===== src/verilog/ccp_pkg.sv =====
// Constants and types for the capture/compare/PWM channel block
//
// Contract
// Control bit 7 enables the channel when 1, disables it when 0.
// Control bit 5 is read-only and shows the channel output level.
// In PWM, bit 4 selects left (1) or right (0) alignment; else ignored.
// Mode 0000 disables; every other mode raises the flag on its event.
// Any mode 11xx puts the channel into PWM operation.
// Mode 1010 pulses the output on match; 1011 also clears the timer.
// Mode 1000 sets, 1001 clears output; undone by mode 0000 or disable.
// Mode 0010 toggles output on match; 0001 also clears the timer.
// Modes 0001 and 1011 clear the associated 16-bit timer on match.
// Capture 0100 falling, 0101 rising, 0110 4th rising, 0111 16th rising.
// Capture 0011 triggers on every edge of the capture input.
// Source select 00 routed pin, 01 pin-change event, 10/11 reserved.
// Value register undefined at power-on, kept through other resets.
// In capture/compare the value is a high byte and a low byte.
// PWM right-aligned: width in bits 9:0, bits 15:10 unused.
// PWM left-aligned: width in bits 15:6, bits 5:0 unused.
// Two identical channels, each with its own three registers.
// Period wrap clears timer, sets output unless duty zero, loads buffer.
// Output clears when the 10-bit time base equals the buffered width.
// In sleep the channel state freezes and the output holds its level.
// Capture copies the 16-bit timer; compare matches timer to value.
package ccp_pkg;

  localparam int NCH = 2;
  localparam int ADDR_W = 14;

  // Printed offsets are register indices; byte address is index times four
  localparam logic [11:0] IDX_VALUE [0:NCH-1] = '{12'h30C, 12'h310};
  localparam logic [11:0] IDX_CTRL [0:NCH-1] = '{12'h30E, 12'h312};
  localparam logic [11:0] IDX_CAP [0:NCH-1] = '{12'h30F, 12'h313};

  localparam int CTL_EN_BIT = 7;
  localparam int CTL_OUT_BIT = 5;
  localparam int CTL_FMT_BIT = 4;
  localparam int LEFT_LSB = 6;

  localparam logic [3:0] MODE_OFF = 4'h0;
  localparam logic [3:0] MODE_TGL_CLR = 4'h1;
  localparam logic [3:0] MODE_TGL = 4'h2;
  localparam logic [3:0] MODE_CAP_ANY = 4'h3;
  localparam logic [3:0] MODE_CAP_FALL = 4'h4;
  localparam logic [3:0] MODE_CAP_RISE = 4'h5;
  localparam logic [3:0] MODE_CAP_4 = 4'h6;
  localparam logic [3:0] MODE_CAP_16 = 4'h7;
  localparam logic [3:0] MODE_SET = 4'h8;
  localparam logic [3:0] MODE_CLR = 4'h9;
  localparam logic [3:0] MODE_PULSE = 4'hA;
  localparam logic [3:0] MODE_PULSE_CLR = 4'hB;
  localparam logic [1:0] MODE_PWM_TOP = 2'h3;

  localparam logic [1:0] CTS_PIN = 2'h0;
  localparam logic [1:0] CTS_IOC = 2'h1;

  localparam logic [3:0] PRE4_LAST = 4'h3;
  localparam logic [3:0] PRE16_LAST = 4'hF;

  typedef enum {K_OFF, K_CAP, K_CMP, K_PWM} ccp_kind_e;

  typedef struct packed {
    logic en;
    logic fmt;
    logic [3:0] mode;
    logic [1:0] cts;
    logic [15:0] value;
    logic out;
    logic [9:0] duty_buf;
    logic [3:0] pre_cnt;
    logic src_prev;
    logic match_prev;
  } ccp_ch_s;

endpackage


===== src/verilog/ccp_pwm_ctrl.sv =====
// Two capture/compare/PWM channels behind an APB register slave
`timescale 1ns/1ns
module ccp_pwm_ctrl
  import ccp_pkg::*;
(
  input wire logic pclk,
  input wire logic presetn,
  input wire logic psel,
  input wire logic penable,
  input wire logic pwrite,
  input wire logic [ADDR_W-1:0] paddr,
  input wire logic [31:0] pwdata,
  output logic [31:0] prdata,
  output logic pready,
  output logic pslverr,
  input wire logic [NCH-1:0] channel_pin_in,
  input wire logic [NCH-1:0] pin_change_event,
  input wire logic [15:0] sixteen_bit_timer,
  input wire logic [7:0] period_timer_count,
  input wire logic [7:0] period_limit_reg,
  input wire logic [1:0] time_base_lsb,
  input wire logic timer_step,
  input wire logic sleep_mode,
  output logic [NCH-1:0] channel_pin_out,
  output logic [NCH-1:0] channel_interrupt_flag,
  output logic [NCH-1:0] timer_clear
);

  typedef struct packed {
    ccp_ch_s [NCH-1:0] ch;
    logic [NCH-1:0] sync1;
    logic [NCH-1:0] sync2;
    logic [NCH-1:0] flag;
    logic [NCH-1:0] tclr;
    logic pready;
    logic pslverr;
    logic [31:0] prdata;
  } ccp_state_s;

  ccp_state_s st_q;
  ccp_state_s st_d;

  function automatic ccp_kind_e kind_of(input logic [3:0] m);
    ccp_kind_e k;
    k = K_CMP;
    if (m == MODE_OFF) begin
      k = K_OFF;
    end else if (m[3:2] == MODE_PWM_TOP) begin
      k = K_PWM;
    end else if (m >= MODE_CAP_ANY && m <= MODE_CAP_16) begin
      k = K_CAP;
    end
    return k;
  endfunction

  function automatic logic [ADDR_W-1:0] byte_addr(input logic [11:0] idx);
    return {idx, 2'b00};
  endfunction

  // Pulse width as seen by the 10-bit time base
  function automatic logic [9:0] duty_of(input logic [15:0] v,
                                         input logic f);
    return f ? v[15:LEFT_LSB] : v[9:0];
  endfunction

  logic period_evt;
  logic [9:0] time_base;
  logic [NCH-1:0] src_lvl;
  logic [NCH-1:0] rise;
  logic [NCH-1:0] fall;
  logic [NCH-1:0] cmp_hit;
  logic [NCH-1:0] match;
  logic [NCH-1:0] hit_val;
  logic [NCH-1:0] hit_ctl;
  logic [NCH-1:0] hit_cap;

  assign period_evt = timer_step && (period_timer_count == period_limit_reg);
  assign time_base = {period_timer_count, time_base_lsb};

  genvar g;
  generate
    for (g = 0; g < NCH; g++) begin : g_ch
      // Reserved source codes give no edges at all
      assign src_lvl[g] = (st_q.ch[g].cts == CTS_IOC) ? pin_change_event[g]
                        : st_q.sync2[g];
      assign rise[g] = (st_q.ch[g].cts <= CTS_IOC) && src_lvl[g]
                       && !st_q.ch[g].src_prev;
      assign fall[g] = (st_q.ch[g].cts <= CTS_IOC) && !src_lvl[g]
                       && st_q.ch[g].src_prev;
      assign match[g] = (sixteen_bit_timer == st_q.ch[g].value);
      // Only the first cycle of a match counts, so a stopped timer
      // does not retrigger every clock
      assign cmp_hit[g] = match[g] && !st_q.ch[g].match_prev;
      assign hit_val[g] = paddr == byte_addr(IDX_VALUE[g]);
      assign hit_ctl[g] = paddr == byte_addr(IDX_CTRL[g]);
      assign hit_cap[g] = paddr == byte_addr(IDX_CAP[g]);
      assign channel_pin_out[g] = st_q.ch[g].out;
    end
  endgenerate

  assign prdata = st_q.prdata;
  assign pready = st_q.pready;
  assign pslverr = st_q.pslverr;
  assign channel_interrupt_flag = st_q.flag;
  assign timer_clear = st_q.tclr;

  always_comb begin
    logic wr;
    logic mapped;
    logic trig;
    ccp_ch_s c;
    st_d = st_q;
    wr = psel && penable && st_q.pready && pwrite;
    mapped = 1'b0;
    trig = 1'b0;
    c = st_q.ch[0];
    st_d.prdata = 32'h0000_0000;
    st_d.flag = '0;
    st_d.tclr = '0;
    st_d.sync1 = channel_pin_in;
    st_d.sync2 = st_q.sync1;
    for (int i = 0; i < NCH; i++) begin
      c = st_q.ch[i];
      // Register writes land first; channel events below override them
      if (wr && hit_val[i]) begin
        c.value = pwdata[15:0];
      end
      if (wr && hit_ctl[i]) begin
        c.en = pwdata[CTL_EN_BIT];
        c.fmt = pwdata[CTL_FMT_BIT];
        c.mode = pwdata[3:0];
      end
      if (wr && hit_cap[i]) begin
        c.cts = pwdata[1:0];
      end
      if (!sleep_mode) begin
        c.src_prev = src_lvl[i];
        c.match_prev = match[i];
        if (!st_q.ch[i].en || st_q.ch[i].mode == MODE_OFF) begin
          c.out = 1'b0;
          c.pre_cnt = 4'h0;
        end else begin
          case (kind_of(st_q.ch[i].mode))
            K_CAP: begin
              c.out = 1'b0;
              trig = 1'b0;
              case (st_q.ch[i].mode)
                MODE_CAP_ANY: trig = rise[i] || fall[i];
                MODE_CAP_FALL: trig = fall[i];
                MODE_CAP_RISE: trig = rise[i];
                MODE_CAP_4: begin
                  if (rise[i]) begin
                    trig = st_q.ch[i].pre_cnt >= PRE4_LAST;
                    c.pre_cnt = trig ? 4'h0
                              : 4'(st_q.ch[i].pre_cnt + 4'h1);
                  end
                end
                MODE_CAP_16: begin
                  if (rise[i]) begin
                    trig = st_q.ch[i].pre_cnt == PRE16_LAST;
                    c.pre_cnt = 4'(st_q.ch[i].pre_cnt + 4'h1);
                  end
                end
                default: trig = 1'b0;
              endcase
              if (trig) begin
                c.value = sixteen_bit_timer;
                st_d.flag[i] = 1'b1;
              end
            end
            K_CMP: begin
              c.pre_cnt = 4'h0;
              if (cmp_hit[i]) begin
                st_d.flag[i] = 1'b1;
                case (st_q.ch[i].mode)
                  MODE_SET: c.out = 1'b1;
                  MODE_CLR: c.out = 1'b0;
                  MODE_PULSE: c.out = 1'b1;
                  MODE_PULSE_CLR: begin
                    c.out = 1'b1;
                    st_d.tclr[i] = 1'b1;
                  end
                  MODE_TGL: c.out = !st_q.ch[i].out;
                  MODE_TGL_CLR: begin
                    c.out = !st_q.ch[i].out;
                    st_d.tclr[i] = 1'b1;
                  end
                  default: c.out = st_q.ch[i].out;
                endcase
              end else if (st_q.ch[i].mode == MODE_PULSE
                           || st_q.ch[i].mode == MODE_PULSE_CLR) begin
                c.out = 1'b0;
              end
            end
            K_PWM: begin
              c.pre_cnt = 4'h0;
              if (period_evt) begin
                // Buffered width only changes at the wrap: no glitches
                c.duty_buf = duty_of(st_q.ch[i].value,
                                     st_q.ch[i].fmt);
                c.out = c.duty_buf != 10'h000;
                st_d.flag[i] = 1'b1;
              end else if (time_base == st_q.ch[i].duty_buf) begin
                c.out = 1'b0;
              end
            end
            default: c.out = 1'b0;
          endcase
        end
      end
      // Sleep freezes the channel's event logic and output; register writes still land
      st_d.ch[i] = c;
      if (hit_val[i] || hit_ctl[i] || hit_cap[i]) begin
        mapped = 1'b1;
      end
    end
    // Read data is latched in the setup cycle, one cycle before use
    if (psel && !penable) begin
      for (int i = 0; i < NCH; i++) begin
        if (hit_val[i]) begin
          st_d.prdata = {16'h0000, st_q.ch[i].value};
        end
        if (hit_ctl[i]) begin
          st_d.prdata = {24'h00_0000, st_q.ch[i].en, 1'b0,
                         st_q.ch[i].out, st_q.ch[i].fmt,
                         st_q.ch[i].mode};
        end
        if (hit_cap[i]) begin
          st_d.prdata = {30'h0000_0000, st_q.ch[i].cts};
        end
      end
    end
    st_d.pready = psel && !penable;
    st_d.pslverr = psel && !penable && !mapped;
  end

  // Reset here stands for power-on: the value register starts at zero,
  // which is one legal choice for its undefined content
  always_ff @(posedge pclk or negedge presetn) begin
    if (!presetn) begin
      st_q <= '0;
    end else begin
      st_q <= st_d;
    end
  end
endmodule


===== config.mk =====
export PLATFORM = sky130hd
export DESIGN_NAME = ccp_pwm_ctrl
export DESIGN_NICKNAME = d
export VERILOG_FILES = /design/src/verilog/ccp_pkg.sv /design/src/verilog/ccp_pwm_ctrl.sv
export SDC_FILE = /design/constraint.sdc
export NUM_CORES = 1
export LEC_CHECK = 0
export BUFFER_PORTS_ARGS = -buffer_cell sky130_fd_sc_hd__buf_4
export CORE_MARGIN = 5
export CORE_UTILIZATION = 29
export CTS_CLUSTER_DIAMETER = 50
export DETAILED_ROUTE_END_ITERATION = 12
export GPL_TIMING_DRIVEN = 0
export SYNTH_ARGS = -nofsm -noshare
export SYNTH_HDL_FRONTEND = slang
export SYNTH_SLANG_ARGS = --single-unit

===== constraint.sdc =====
create_clock -name pclk -period 4.6 [get_ports pclk]
set_input_delay 0.23 -clock pclk [delete_from_list [all_inputs] [get_ports pclk]]
set_output_delay 0.23 -clock pclk [all_outputs]
set_load 0.02 [all_outputs]

==> metrics, run 1 <==
run status finished clean; setup bufs post-CTS 0; pre-CTS setup slack 1.960 ns; DIE WIDTH 162.0 um; largest net degree at the start of global routing 67; clk_lat worst skew 0.35 ns; Setup Viol. Count Final 0; nets 841; synthesis-to-finish area growth 22.07%; maximum VDD drop 0.0001607 V; routed vias 5104; CP required 4.84 ns; first-pass GRT wire length 29450 um; Iter 0 DRT Violations 302; Final Hold Viols 0; final setup margin 2.020 ns; CTS tree yes; Antenna Cells 0; Vias per Instance 4.931; Overall Global Routing Usage 0.1434; clk slew on worst S/H paths 0.07 ns; Final Wtd Congestion 0.8685; Post-synth EDFFs 0; DR DRC count 0; starting density of the core 0.2949; Seq/Total Area, Yosys 0.4036; Worst Hold Class in2reg; drt pass-1 iters 7; post-CTS resize count 0; fin util 0.3599; hold_sp pwdata[2]; ys flop type dfrtp_1; H-Tree Depth 3; Die Ht 162.0 um; synthesized area per cell 10.75 um2; Max Cap Viol 0; fmax 0.3876 GHz; RSZ-0062 raised after global routing false; Slowest Stage Delay on Critical Path 0.56 ns; Core Footprint 22710 um2; kind of critical path reg2reg; Unique masters post-synth 62; crit start category flop; crit path launch st_q[76]; Routed WL 18660 um; origin of the critical flop-to-flop path st_q[76]; Syn Std Cell Area 6696 um2; worst path buffer plus inverter count 1; power density cells 236.8 nW/um2; share of layout cells above drive strength 1 0.3333; final worst-path cycle share 0.5609; antenna violations before repair 0; Worst setup EP type flop; critical path's slowest cell a21oi_2; clock sink total 108; Critical Path AT 2.82 ns; Clock Skew 0.007681 ns; Root Buffer clkbuf_16; delay-heaviest family, CP multiplexers; grt total ovfl 0; DPL Wire Length 14530 um; number of global-route vias before repair 5185; Die Area 26230 um2; crit-path cells nor2b_1 -> mux2_2 -> xnor2_1 -> o32ai_1 -> a21oi_2 -> buf_4 -> mux2_1; final antenna-violating net count 0; Final Critical Period 2.580 ns; Worst-Margin Slew 1.067 ns; WL/cell 18.03 um; IO Pins 131; Std-Cell Rows 55; CTS Buffer Depth 2; #FFs+latches synth 108; final setup TNS 0 ns; FFs w/ async S/R, synth 1.000; Cells after Synth 623; Num CTS Buffers 9; yosys warns 0; slew margin rel. 0.2822; Worst Path Max Fanout 10; P_leak 0.003969 uW; Final Max Tran Viols 0; Buffers on Ports 95; post-cts hold buffer count 3
-- final cells by class --
| class | instances | area, um2 |
|---|---|---|
| Clock buffer | 10 | 229.0 |
| Multi-Input combinational cell | 459 | 3595 |
| Timing Repair Buffer | 99 | 770.7 |
| Fill cell | 2342 | 14540 |
| Inverter | 7 | 26.28 |
| Clock inverter | 3 | 65.06 |
| Sequential cell | 108 | 2703 |
| Buffer | 64 | 429.2 |
| Tap cell | 285 | 356.6 |
-- flip-flops by register name, summed over array words and instances (netlist names) --
| signal | flops |
|---|---|
| channel_interrupt_flag | 2 |
| channel_pin_out | 2 |
| prdata | 16 |
| pready | 1 |
| pslverr | 1 |
| st_d | 2 |
| st_q | 82 |
| timer_clear | 2 |
-- where the power goes --
part | switching (uW) | internal (uW)
registers | 3.17 | 954
logic | 98.0 | 79.2
clock network | 335 | 467
total | 436 | 1500
-- cell families after synthesis --
kind of cell	count (synthesis)	synth area share
compound gates	76	0.07904
mux	127	0.2130
simple gates	169	0.1418
flops	108	0.4036
fa+ha+maj	2	0.003736
buf+inv	71	0.06801
xor+xnor	69	0.09025
other cells	1	0.0005600
-- stage by stage --
| step | total power (uW) | hold WS [ns] | std cells | cell area (um2) |
|---|---|---|---|---|
| 6_report | 1936 | 0.1275 | 1035 | 8174 |
| 2_1_floorplan | 1045 | -0.06559 | 638 | 6753 |
| 4_1_cts | 1959 | 0.1184 | 1035 | 8174 |
| 3_3_place_gp | 1148 | 0.3346 | 1018 | 7823 |
| 3_5_place_dp | 1152 | 0.2698 | 1019 | 7850 |
| 5_1_grt | 2009 | 0.1346 | 1035 | 8174 |
-- per-layer routing --
layer / up-vias / GRT usage / part of all wire
met5: - / 0 / 0
met4: 0 / 0.03576 / 0.015
met3: 20 / 0.03070 / 0.056
met2: 163 / 0.2262 / 0.46
met1: 2458 / 0.2014 / 0.47
li1: 2463 / - / -
-- worst register-to-register path, stage by stage, from the launching register on --
cell     delay [ns]
dfrtp_1        0.45
nor2b_1        0.17
mux2_2         0.40
xnor2_1        0.14
o32ai_1        0.10
a21oi_2        0.56
buf_4          0.32
mux2_1         0.34
-- final timing paths --
check,slack (ns),cells past startpoint,to
worst max register to register,2.02,7,st_q[68]
worst min-delay path,0.13,3,st_q[120]
min in group asynchronous,0.43,2,st_q[47]
max in group asynchronous,3.45,3,st_q[52]
worst max-delay path,2.02,7,st_q[68]
worst min register to register,0.35,0,st_q[39]
-- synth_stat cells, drive strengths merged (3+ instances only) --
master / count / area (um2)
a211oi: 3 / 22.52
a21oi: 18 / 97.60
a222oi: 5 / 50.05
a22o: 3 / 26.28
a22oi: 10 / 75.07
and2: 4 / 25.02
and3b: 3 / 26.28
buf: 52 / 384.1
clkbuf: 12 / 45.04
dfrtp: 108 / 2703
inv: 7 / 26.28
mux2: 124 / 1396
mux2i: 3 / 30.03
nand2: 40 / 150.1
nand2b: 5 / 31.28
nand3: 18 / 102.6
nand4: 11 / 75.07
nor2: 31 / 116.4
nor2b: 5 / 31.28
nor3: 12 / 70.07
nor3b: 3 / 27.52
nor4: 24 / 165.2
o21ai: 15 / 75.07
o22ai: 3 / 18.77
o32ai: 3 / 26.28
xnor2: 17 / 148.9
xor2: 52 / 455.4
-- layout by cell type, fill, tap and decap left out, types with 13 or more instances in the layout --
cell	instances
a21oi_1	16
buf_4	138
clkbuf_1	13
conb_1	16
dfrtp_1	108
mux2_1	44
mux2_2	80
nand2_1	40
nand3_1	17
nor2_1	31
nor4_1	23
o21ai_0	14
xnor2_1	17
xor2_1	52
No activity file was read; power rests on OpenSTA's default activity.
==> inputs of run 2 (changes only) <==
--- a/config.mk
+++ b/config.mk
@@ -5,6 +5,7 @@
 export SDC_FILE = /design/constraint.sdc
 export NUM_CORES = 1
 export LEC_CHECK = 0
+export ABC_AREA = 1
 export BUFFER_PORTS_ARGS = -buffer_cell sky130_fd_sc_hd__buf_4
 export CORE_MARGIN = 5
 export CORE_UTILIZATION = 29
==> constraint.sdc (replaced) <==
create_clock -name pclk -period 2.7 [get_ports pclk]
set_input_delay 0.135 -clock pclk [delete_from_list [all_inputs] [get_ports pclk]]
set_output_delay 0.135 -clock pclk [all_outputs]
set_load 0.02 [all_outputs]
==> run 2 against run 1 <==
Combinational power rose by 98%. Critical endpoint is now st_q[73]. Critical path type unchanged. Die area rose by 5.7%. Final area rose by 6.1%. Register-to-register slack got worse by 1.3 ns. Largest power group unchanged.
==> metrics, run 2 <==
Final Wtd Congestion 0.9137; maximum VDD drop 0.0002644 V; Root Buffer clkbuf_16; #FFs+latches synth 108; DIE WIDTH 166.5 um; Clock Skew 0.01029 ns; kind of critical path reg2reg; commonest cells in the netlist nand2_1, inv_1, dfrtp_1; Unique masters post-synth 39; Critical Path AT 2.19 ns; run status finished clean; Seq/Total Area, Yosys 0.3806; commonest cells after routing, fill and taps aside nand2_1, buf_4, inv_1, dfrtp_1, o21ai_1; CTS tree yes; combinational power share 0.104; DPL Wire Length 17170 um; Die Area 27710 um2; Iter 0 DRT Violations 647; drt pass-1 iters 6; Post-synth EDFFs 0; first-pass GRT wire length 35890 um; clk_lat worst skew 0.37 ns; Switch Pwr 865.0 uW; Final Max Tran Viols 0; most common library cell in the layout ignoring fill and taps nand2_1; yosys warns 0; crit path launch st_q[76]; number of global-route vias before repair 6883; synthesis-to-finish area growth 22.11%; top-count cell post-synth nand2_1; Syn Std Cell Area 7101 um2; antenna violations before repair 1; origin of the critical flop-to-flop path st_q[76]; Vias per Instance 4.640; starting density of the core 0.2928; power density cells 388.4 nW/um2; Final Critical Period 1.938 ns; largest net degree at the start of global routing 62; hold_sp sixteen_bit_timer[10]; Worst setup EP type flop; Setup Viol. Count Final 0; Overall Global Routing Usage 0.1605; final setup TNS 0 ns; fin util 0.3576; ys flop type dfrtp_1; WL/cell 14.58 um; nets 1285; Final Hold Viols 0; crit start category flop; Core Footprint 24250 um2; fmax 0.5161 GHz; P_leak 0.004377 uW; DR DRC count 0; Internal 2503 uW; top post-synthesis cells by area dfrtp_1, nand2_1, inv_1, o21ai_1, buf_4; Die Ht 166.5 um; Std-Cell Rows 57; Worst-Margin Slew 0.8240 ns; Buffers on Ports 98; slew margin rel. 0.4507; Antenna Cells 0; IO Pins 131; Flop pwr share 0.484; Cells after Synth 1063; synthesized area per cell 6.680 um2; Largest Register st_q; clk slew on worst S/H paths 0.08 ns; max reg flops 82; H-Tree Depth 3; power share of the clock group 0.412; Worst Path Max Fanout 10; routed vias 7057; area leader, netlist dfrtp_1; Worst Hold Class in2reg; final worst-path cycle share 0.7176; top cell type's share of synthesized area 0.3806; sw frac 0.2568; Routed WL 22170 um; RSZ-0062 raised after global routing false; clock sink total 108; share of layout cells above drive strength 1 0.1846; CTS Buffer Depth 2; Max Cap Viol 0; final antenna-violating net count 0; CP required 2.95 ns; Num CTS Buffers 9; grt total ovfl 0; FFs w/ async S/R, synth 1.000
run 2: changes by cell type after synthesis, moves of 16 or more:
cell and change:
inv_1 +125, mux2_1 -44, mux2_2 -80, nand2_1 +339, nand3_1 +33, nor2_1 +43
nor4_1 -22, o21ai_0 +40, o21ai_1 +84, xnor2_1 -16, xor2_1 -38
run 2: path summary, 6_finish.rpt:
| kind | endpoint | depth (start not counted) | slack [ns] |
|---|---|---|---|
| max reg2reg | st_q[73] | 11 | 0.76 |
| max in group asynchronous | st_q[45] | 3 | 1.56 |
| max | st_q[73] | 11 | 0.76 |
| min in group asynchronous | st_q[59] | 2 | 0.41 |
| min | st_q[69] | 3 | 0.05 |
| min reg2reg | st_q[38] | 0 | 0.35 |
run 2: power groups by stage:
stage / clock [uW] / combinational (uW) / sequential [uW]
finish: 1390 / 350 / 1630
global route: 1470 / 394 / 1630
CTS: 1430 / 353 / 1630
detailed placement: 0 / 347 / 1660
global placement: 0 / 338 / 1660
floorplan: 0 / 161 / 1660
run 2: kinds of logic (layout without fill, tap and decap cells):
family          after synthesis  count (layout)  synth area share
flops                       108             108            0.3806
other cells                   1              16         0.0005281
fa+ha+maj                     2               2          0.003524
xor+xnor                     15              15           0.01850
mux                           1               1          0.001410
simple gates                552             552            0.3255
buf+inv                     208             327            0.1399
compound gates              176             176            0.1300
run 2: layer usage:
layer  wire length, um  part of all wire  track usage  vias to the layer above
li1                  -                 -            -                     3546
met1             10210              0.46       0.2245                     3226
met2              9799              0.44       0.2483                      256
met3              1676             0.076      0.03176                       27
met4               471             0.021      0.05621                        2
met5                12           0.00054            0                        -
run 2: timing repair:
action,4_1_cts,5_1_grt
hold endpoints to repair,63,0
resized for setup,0,0
setup buffers,0,0
hold buffers,4,0
run 2: cell type report:
type / instances / area, um2
fill: 2630 / 15580
multi-input combinational: 762 / 3461
sequential: 108 / 2703
timing repair buffer: 103 / 803.3
inverter: 140 / 526.8
buffer: 68 / 466.7
tap: 324 / 405.4
clock buffer: 9 / 225.2
clock inverter: 7 / 80.08
run 2: critical path, stage by stage, from the launching register on:
cell and delay (ns):
dfrtp_1 0.40, inv_1 0.12, nand2_1 0.06, nand2_1 0.05, nand2_1 0.08, nor3_1 0.35, o21ai_0 0.17, nand3_2 0.13
nand2_2 0.14, buf_6 0.20, nand2_1 0.06, o21ai_1 0.05
run 2: per-stage QoR:
stage / area (um2) / power, uW / worst slack [ns] / hold slack [ns] / std cells
3_3_place_gp: 8298 / 2001 / 0.8275 / 0.2520 / 1500
6_report: 8671 / 3368 / 0.7624 / 0.04961 / 1521
4_1_cts: 8671 / 3411 / 0.7812 / 0.04414 / 1521
2_1_floorplan: 7157 / 1825 / 1.161 / -0.1606 / 1078
5_1_grt: 8671 / 3500 / 0.4914 / 0.06412 / 1521
3_5_place_dp: 8325 / 2009 / 0.8037 / 0.2457 / 1501
==> inputs of run 3 (changes only) <==
--- a/config.mk
+++ b/config.mk
@@ -5,7 +5,7 @@
 export SDC_FILE = /design/constraint.sdc
 export NUM_CORES = 1
 export LEC_CHECK = 0
-export ABC_AREA = 1
+export ABC_AREA = 0
 export BUFFER_PORTS_ARGS = -buffer_cell sky130_fd_sc_hd__buf_4
 export CORE_MARGIN = 5
 export CORE_UTILIZATION = 29
==> constraint.sdc (replaced) <==
create_clock -name pclk -period 1.8 [get_ports pclk]
set_input_delay 0.09 -clock pclk [delete_from_list [all_inputs] [get_ports pclk]]
set_output_delay 0.09 -clock pclk [all_outputs]
set_load 0.02 [all_outputs]
==> run 3 against run 2 <==
The run now ends with setup timing left. Core utilization increased by 3.5 points. Sequential share of layout area down 0.68 points. Count of clock-buffer cells in the layout grew 3. Sequential power is 50% higher. Critical path depth down 3. Critical endpoint is now st_q[71].
==> metrics, run 3 (synthesis results as in run 1) <==
Overall Global Routing Usage 0.1482; delay-heaviest family, CP multiplexers; WL/cell 18.47 um; Die Area 26230 um2; Critical Path AT 2.30 ns; Clock Skew 0.01138 ns; Routed WL 19870 um; routed vias 5352; grt total ovfl 0; Final Critical Period 2.063 ns; Flop pwr share 0.499; Num CTS Buffers 9; largest net degree at the start of global routing 65; first-pass GRT wire length 30410 um; Final Wtd Congestion 0.8851; Largest Register st_q; DR DRC count 0; Switch Pwr 1213 uW; sw frac 0.2471; failing checks setup timing; Iter 0 DRT Violations 498; Final Max Tran Viols 0; critical path's slowest cell dfrtp_1; hold_sp sixteen_bit_timer[1]; R2R depth 8; Max Cap Viol 0; P_leak 0.004261 uW; final setup margin -0.2632 ns; synthesis-to-finish area growth 33.22%; run status finished with violations; IO Pins 131; clk slew on worst S/H paths 0.08 ns; worst r2r dst st_q[71]; power share of the clock group 0.394; Core Footprint 22710 um2; final antenna-violating net count 0; antenna violations before repair 1; DPL Wire Length 14730 um; drt pass-1 iters 7; Worst Hold Class in2reg; DIE WIDTH 162.0 um; maximum VDD drop 0.0002984 V; Die Ht 162.0 um; DP Area 7873 um2; Root Buffer clkbuf_16; kind of critical path reg2reg; CP required 2.04 ns; fmax 0.4847 GHz; Final Hold Viols 0; Slowest Stage Delay on Critical Path 0.40 ns; RSZ-0062 raised after global routing true; Worst Path Max Fanout 10; Register-to-Register Setup Slack -0.26 ns; crit-path cells nor2b_4 -> mux2_4 -> buf_4 -> nand2_2 -> nor4_4 -> a21oi_4 -> buf_8 -> mux2_1; CTS tree yes; origin of the critical flop-to-flop path st_q[76]; Worst-Margin Slew 1.009 ns; Worst setup EP type flop; critical path depth 8; crit start category flop; Vias per Instance 4.974; H-Tree Depth 3; worst path buffer plus inverter count 2; max reg flops 82; power density cells 550.3 nW/um2; Setup Viol. Count Final 37; slew margin rel. 0.3209; number of global-route vias before repair 5332; Internal 3696 uW; final worst-path cycle share 1.146; Antenna Cells 0; final instance area 8921 um2; nets 879; share of layout cells above drive strength 1 0.4324; Hold Path Cell Cnt 2; Buffers on Ports 95; WHS Endpoint st_q[101]; clock sink total 108; most common library cell in the layout ignoring fill and taps buf_4; CTS Buffer Depth 2; combinational power share 0.107; commonest cells after routing, fill and taps aside buf_4, dfrtp_1, mux2_2, xor2_1, mux2_1; clk_lat worst skew 0.36 ns; Std-Cell Rows 55; fin util 0.3928; starting density of the core 0.2949
## run 3: cell count changes in the layout (fill, tap and decap cells not counted), sizes merged, moves of 10 or more
cell	previous run	this run
xnor2	1	17
clkbuf	15	26
a22oi	0	10
nand3	55	18
nor2	80	31
nor4	1	24
o21ai	146	15
dlygate4sd3	4	17
nand2	389	40
xor2	14	52
inv	143	7
mux2	0	124
## run 3: layout make-up
cell class | instances | area [um2]
Tap cell | 285 | 356.6
Fill cell | 2304 | 13790
Buffer | 62 | 446.7
Inverter | 7 | 26.28
Clock buffer | 12 | 256.5
Timing Repair Buffer | 139 | 1134
Clock inverter | 4 | 23.77
Multi-Input combinational cell | 459 | 3958
Sequential cell | 108 | 2720
## run 3: per-stage QoR
step	setup TNS (ns)	power (uW)	cells	hold slack (ns)	worst slack (ns)
2_1_floorplan	-6.207	2673	638	-0.2056	-0.2491
3_3_place_gp	-37.64	2932	1018	0.2008	-0.7430
3_5_place_dp	-39.23	2943	1019	0.05085	-0.7864
4_1_cts	-6.177	4931	1067	0.0007944	-0.2217
5_1_grt	-9.424	5108	1076	0.01359	-0.3122
6_report	-6.502	4909	1076	0.02036	-0.2632
## run 3: how the worst max path moves through the flow
stage          slack [ns]       from         to
2_1_floorplan       -0.25   st_q[76]   st_q[65]
3_3_place_gp        -0.74  paddr[12]  st_q[114]
3_5_place_dp        -0.79   paddr[7]  st_q[110]
4_1_cts             -0.22  st_q[117]  st_q[111]
5_1_grt             -0.31   st_q[76]   st_q[73]
6_report            -0.26   st_q[76]   st_q[71]
## run 3: power by group through the flow
stage,logic (uW),registers (uW),clock network (uW)
finish,527,2450,1930
global route,576,2450,2080
CTS,503,2450,1980
detailed placement,452,2490,0
global placement,441,2490,0
floorplan,179,2490,0
## run 3: what timing repair did
| action | CTS | global route |
|---|---|---|
| buffers inserted | 16 | 10 |
| gates resized for setup | 46 | 52 |
| hold buffers | 17 | 0 |
| endpoints found under the setup margin | 69 | 71 |
| pin swaps | 11 | 10 |
| endpoints found under the hold margin | 70 | 0 |
## run 3: routing by layer
metal	up-vias	wire length, um	track usage
li1	2537	-	-
met1	2614	9011	0.2068
met2	166	9387	0.2376
met3	33	1091	0.02461
met4	2	369	0.04306
met5	-	13	0
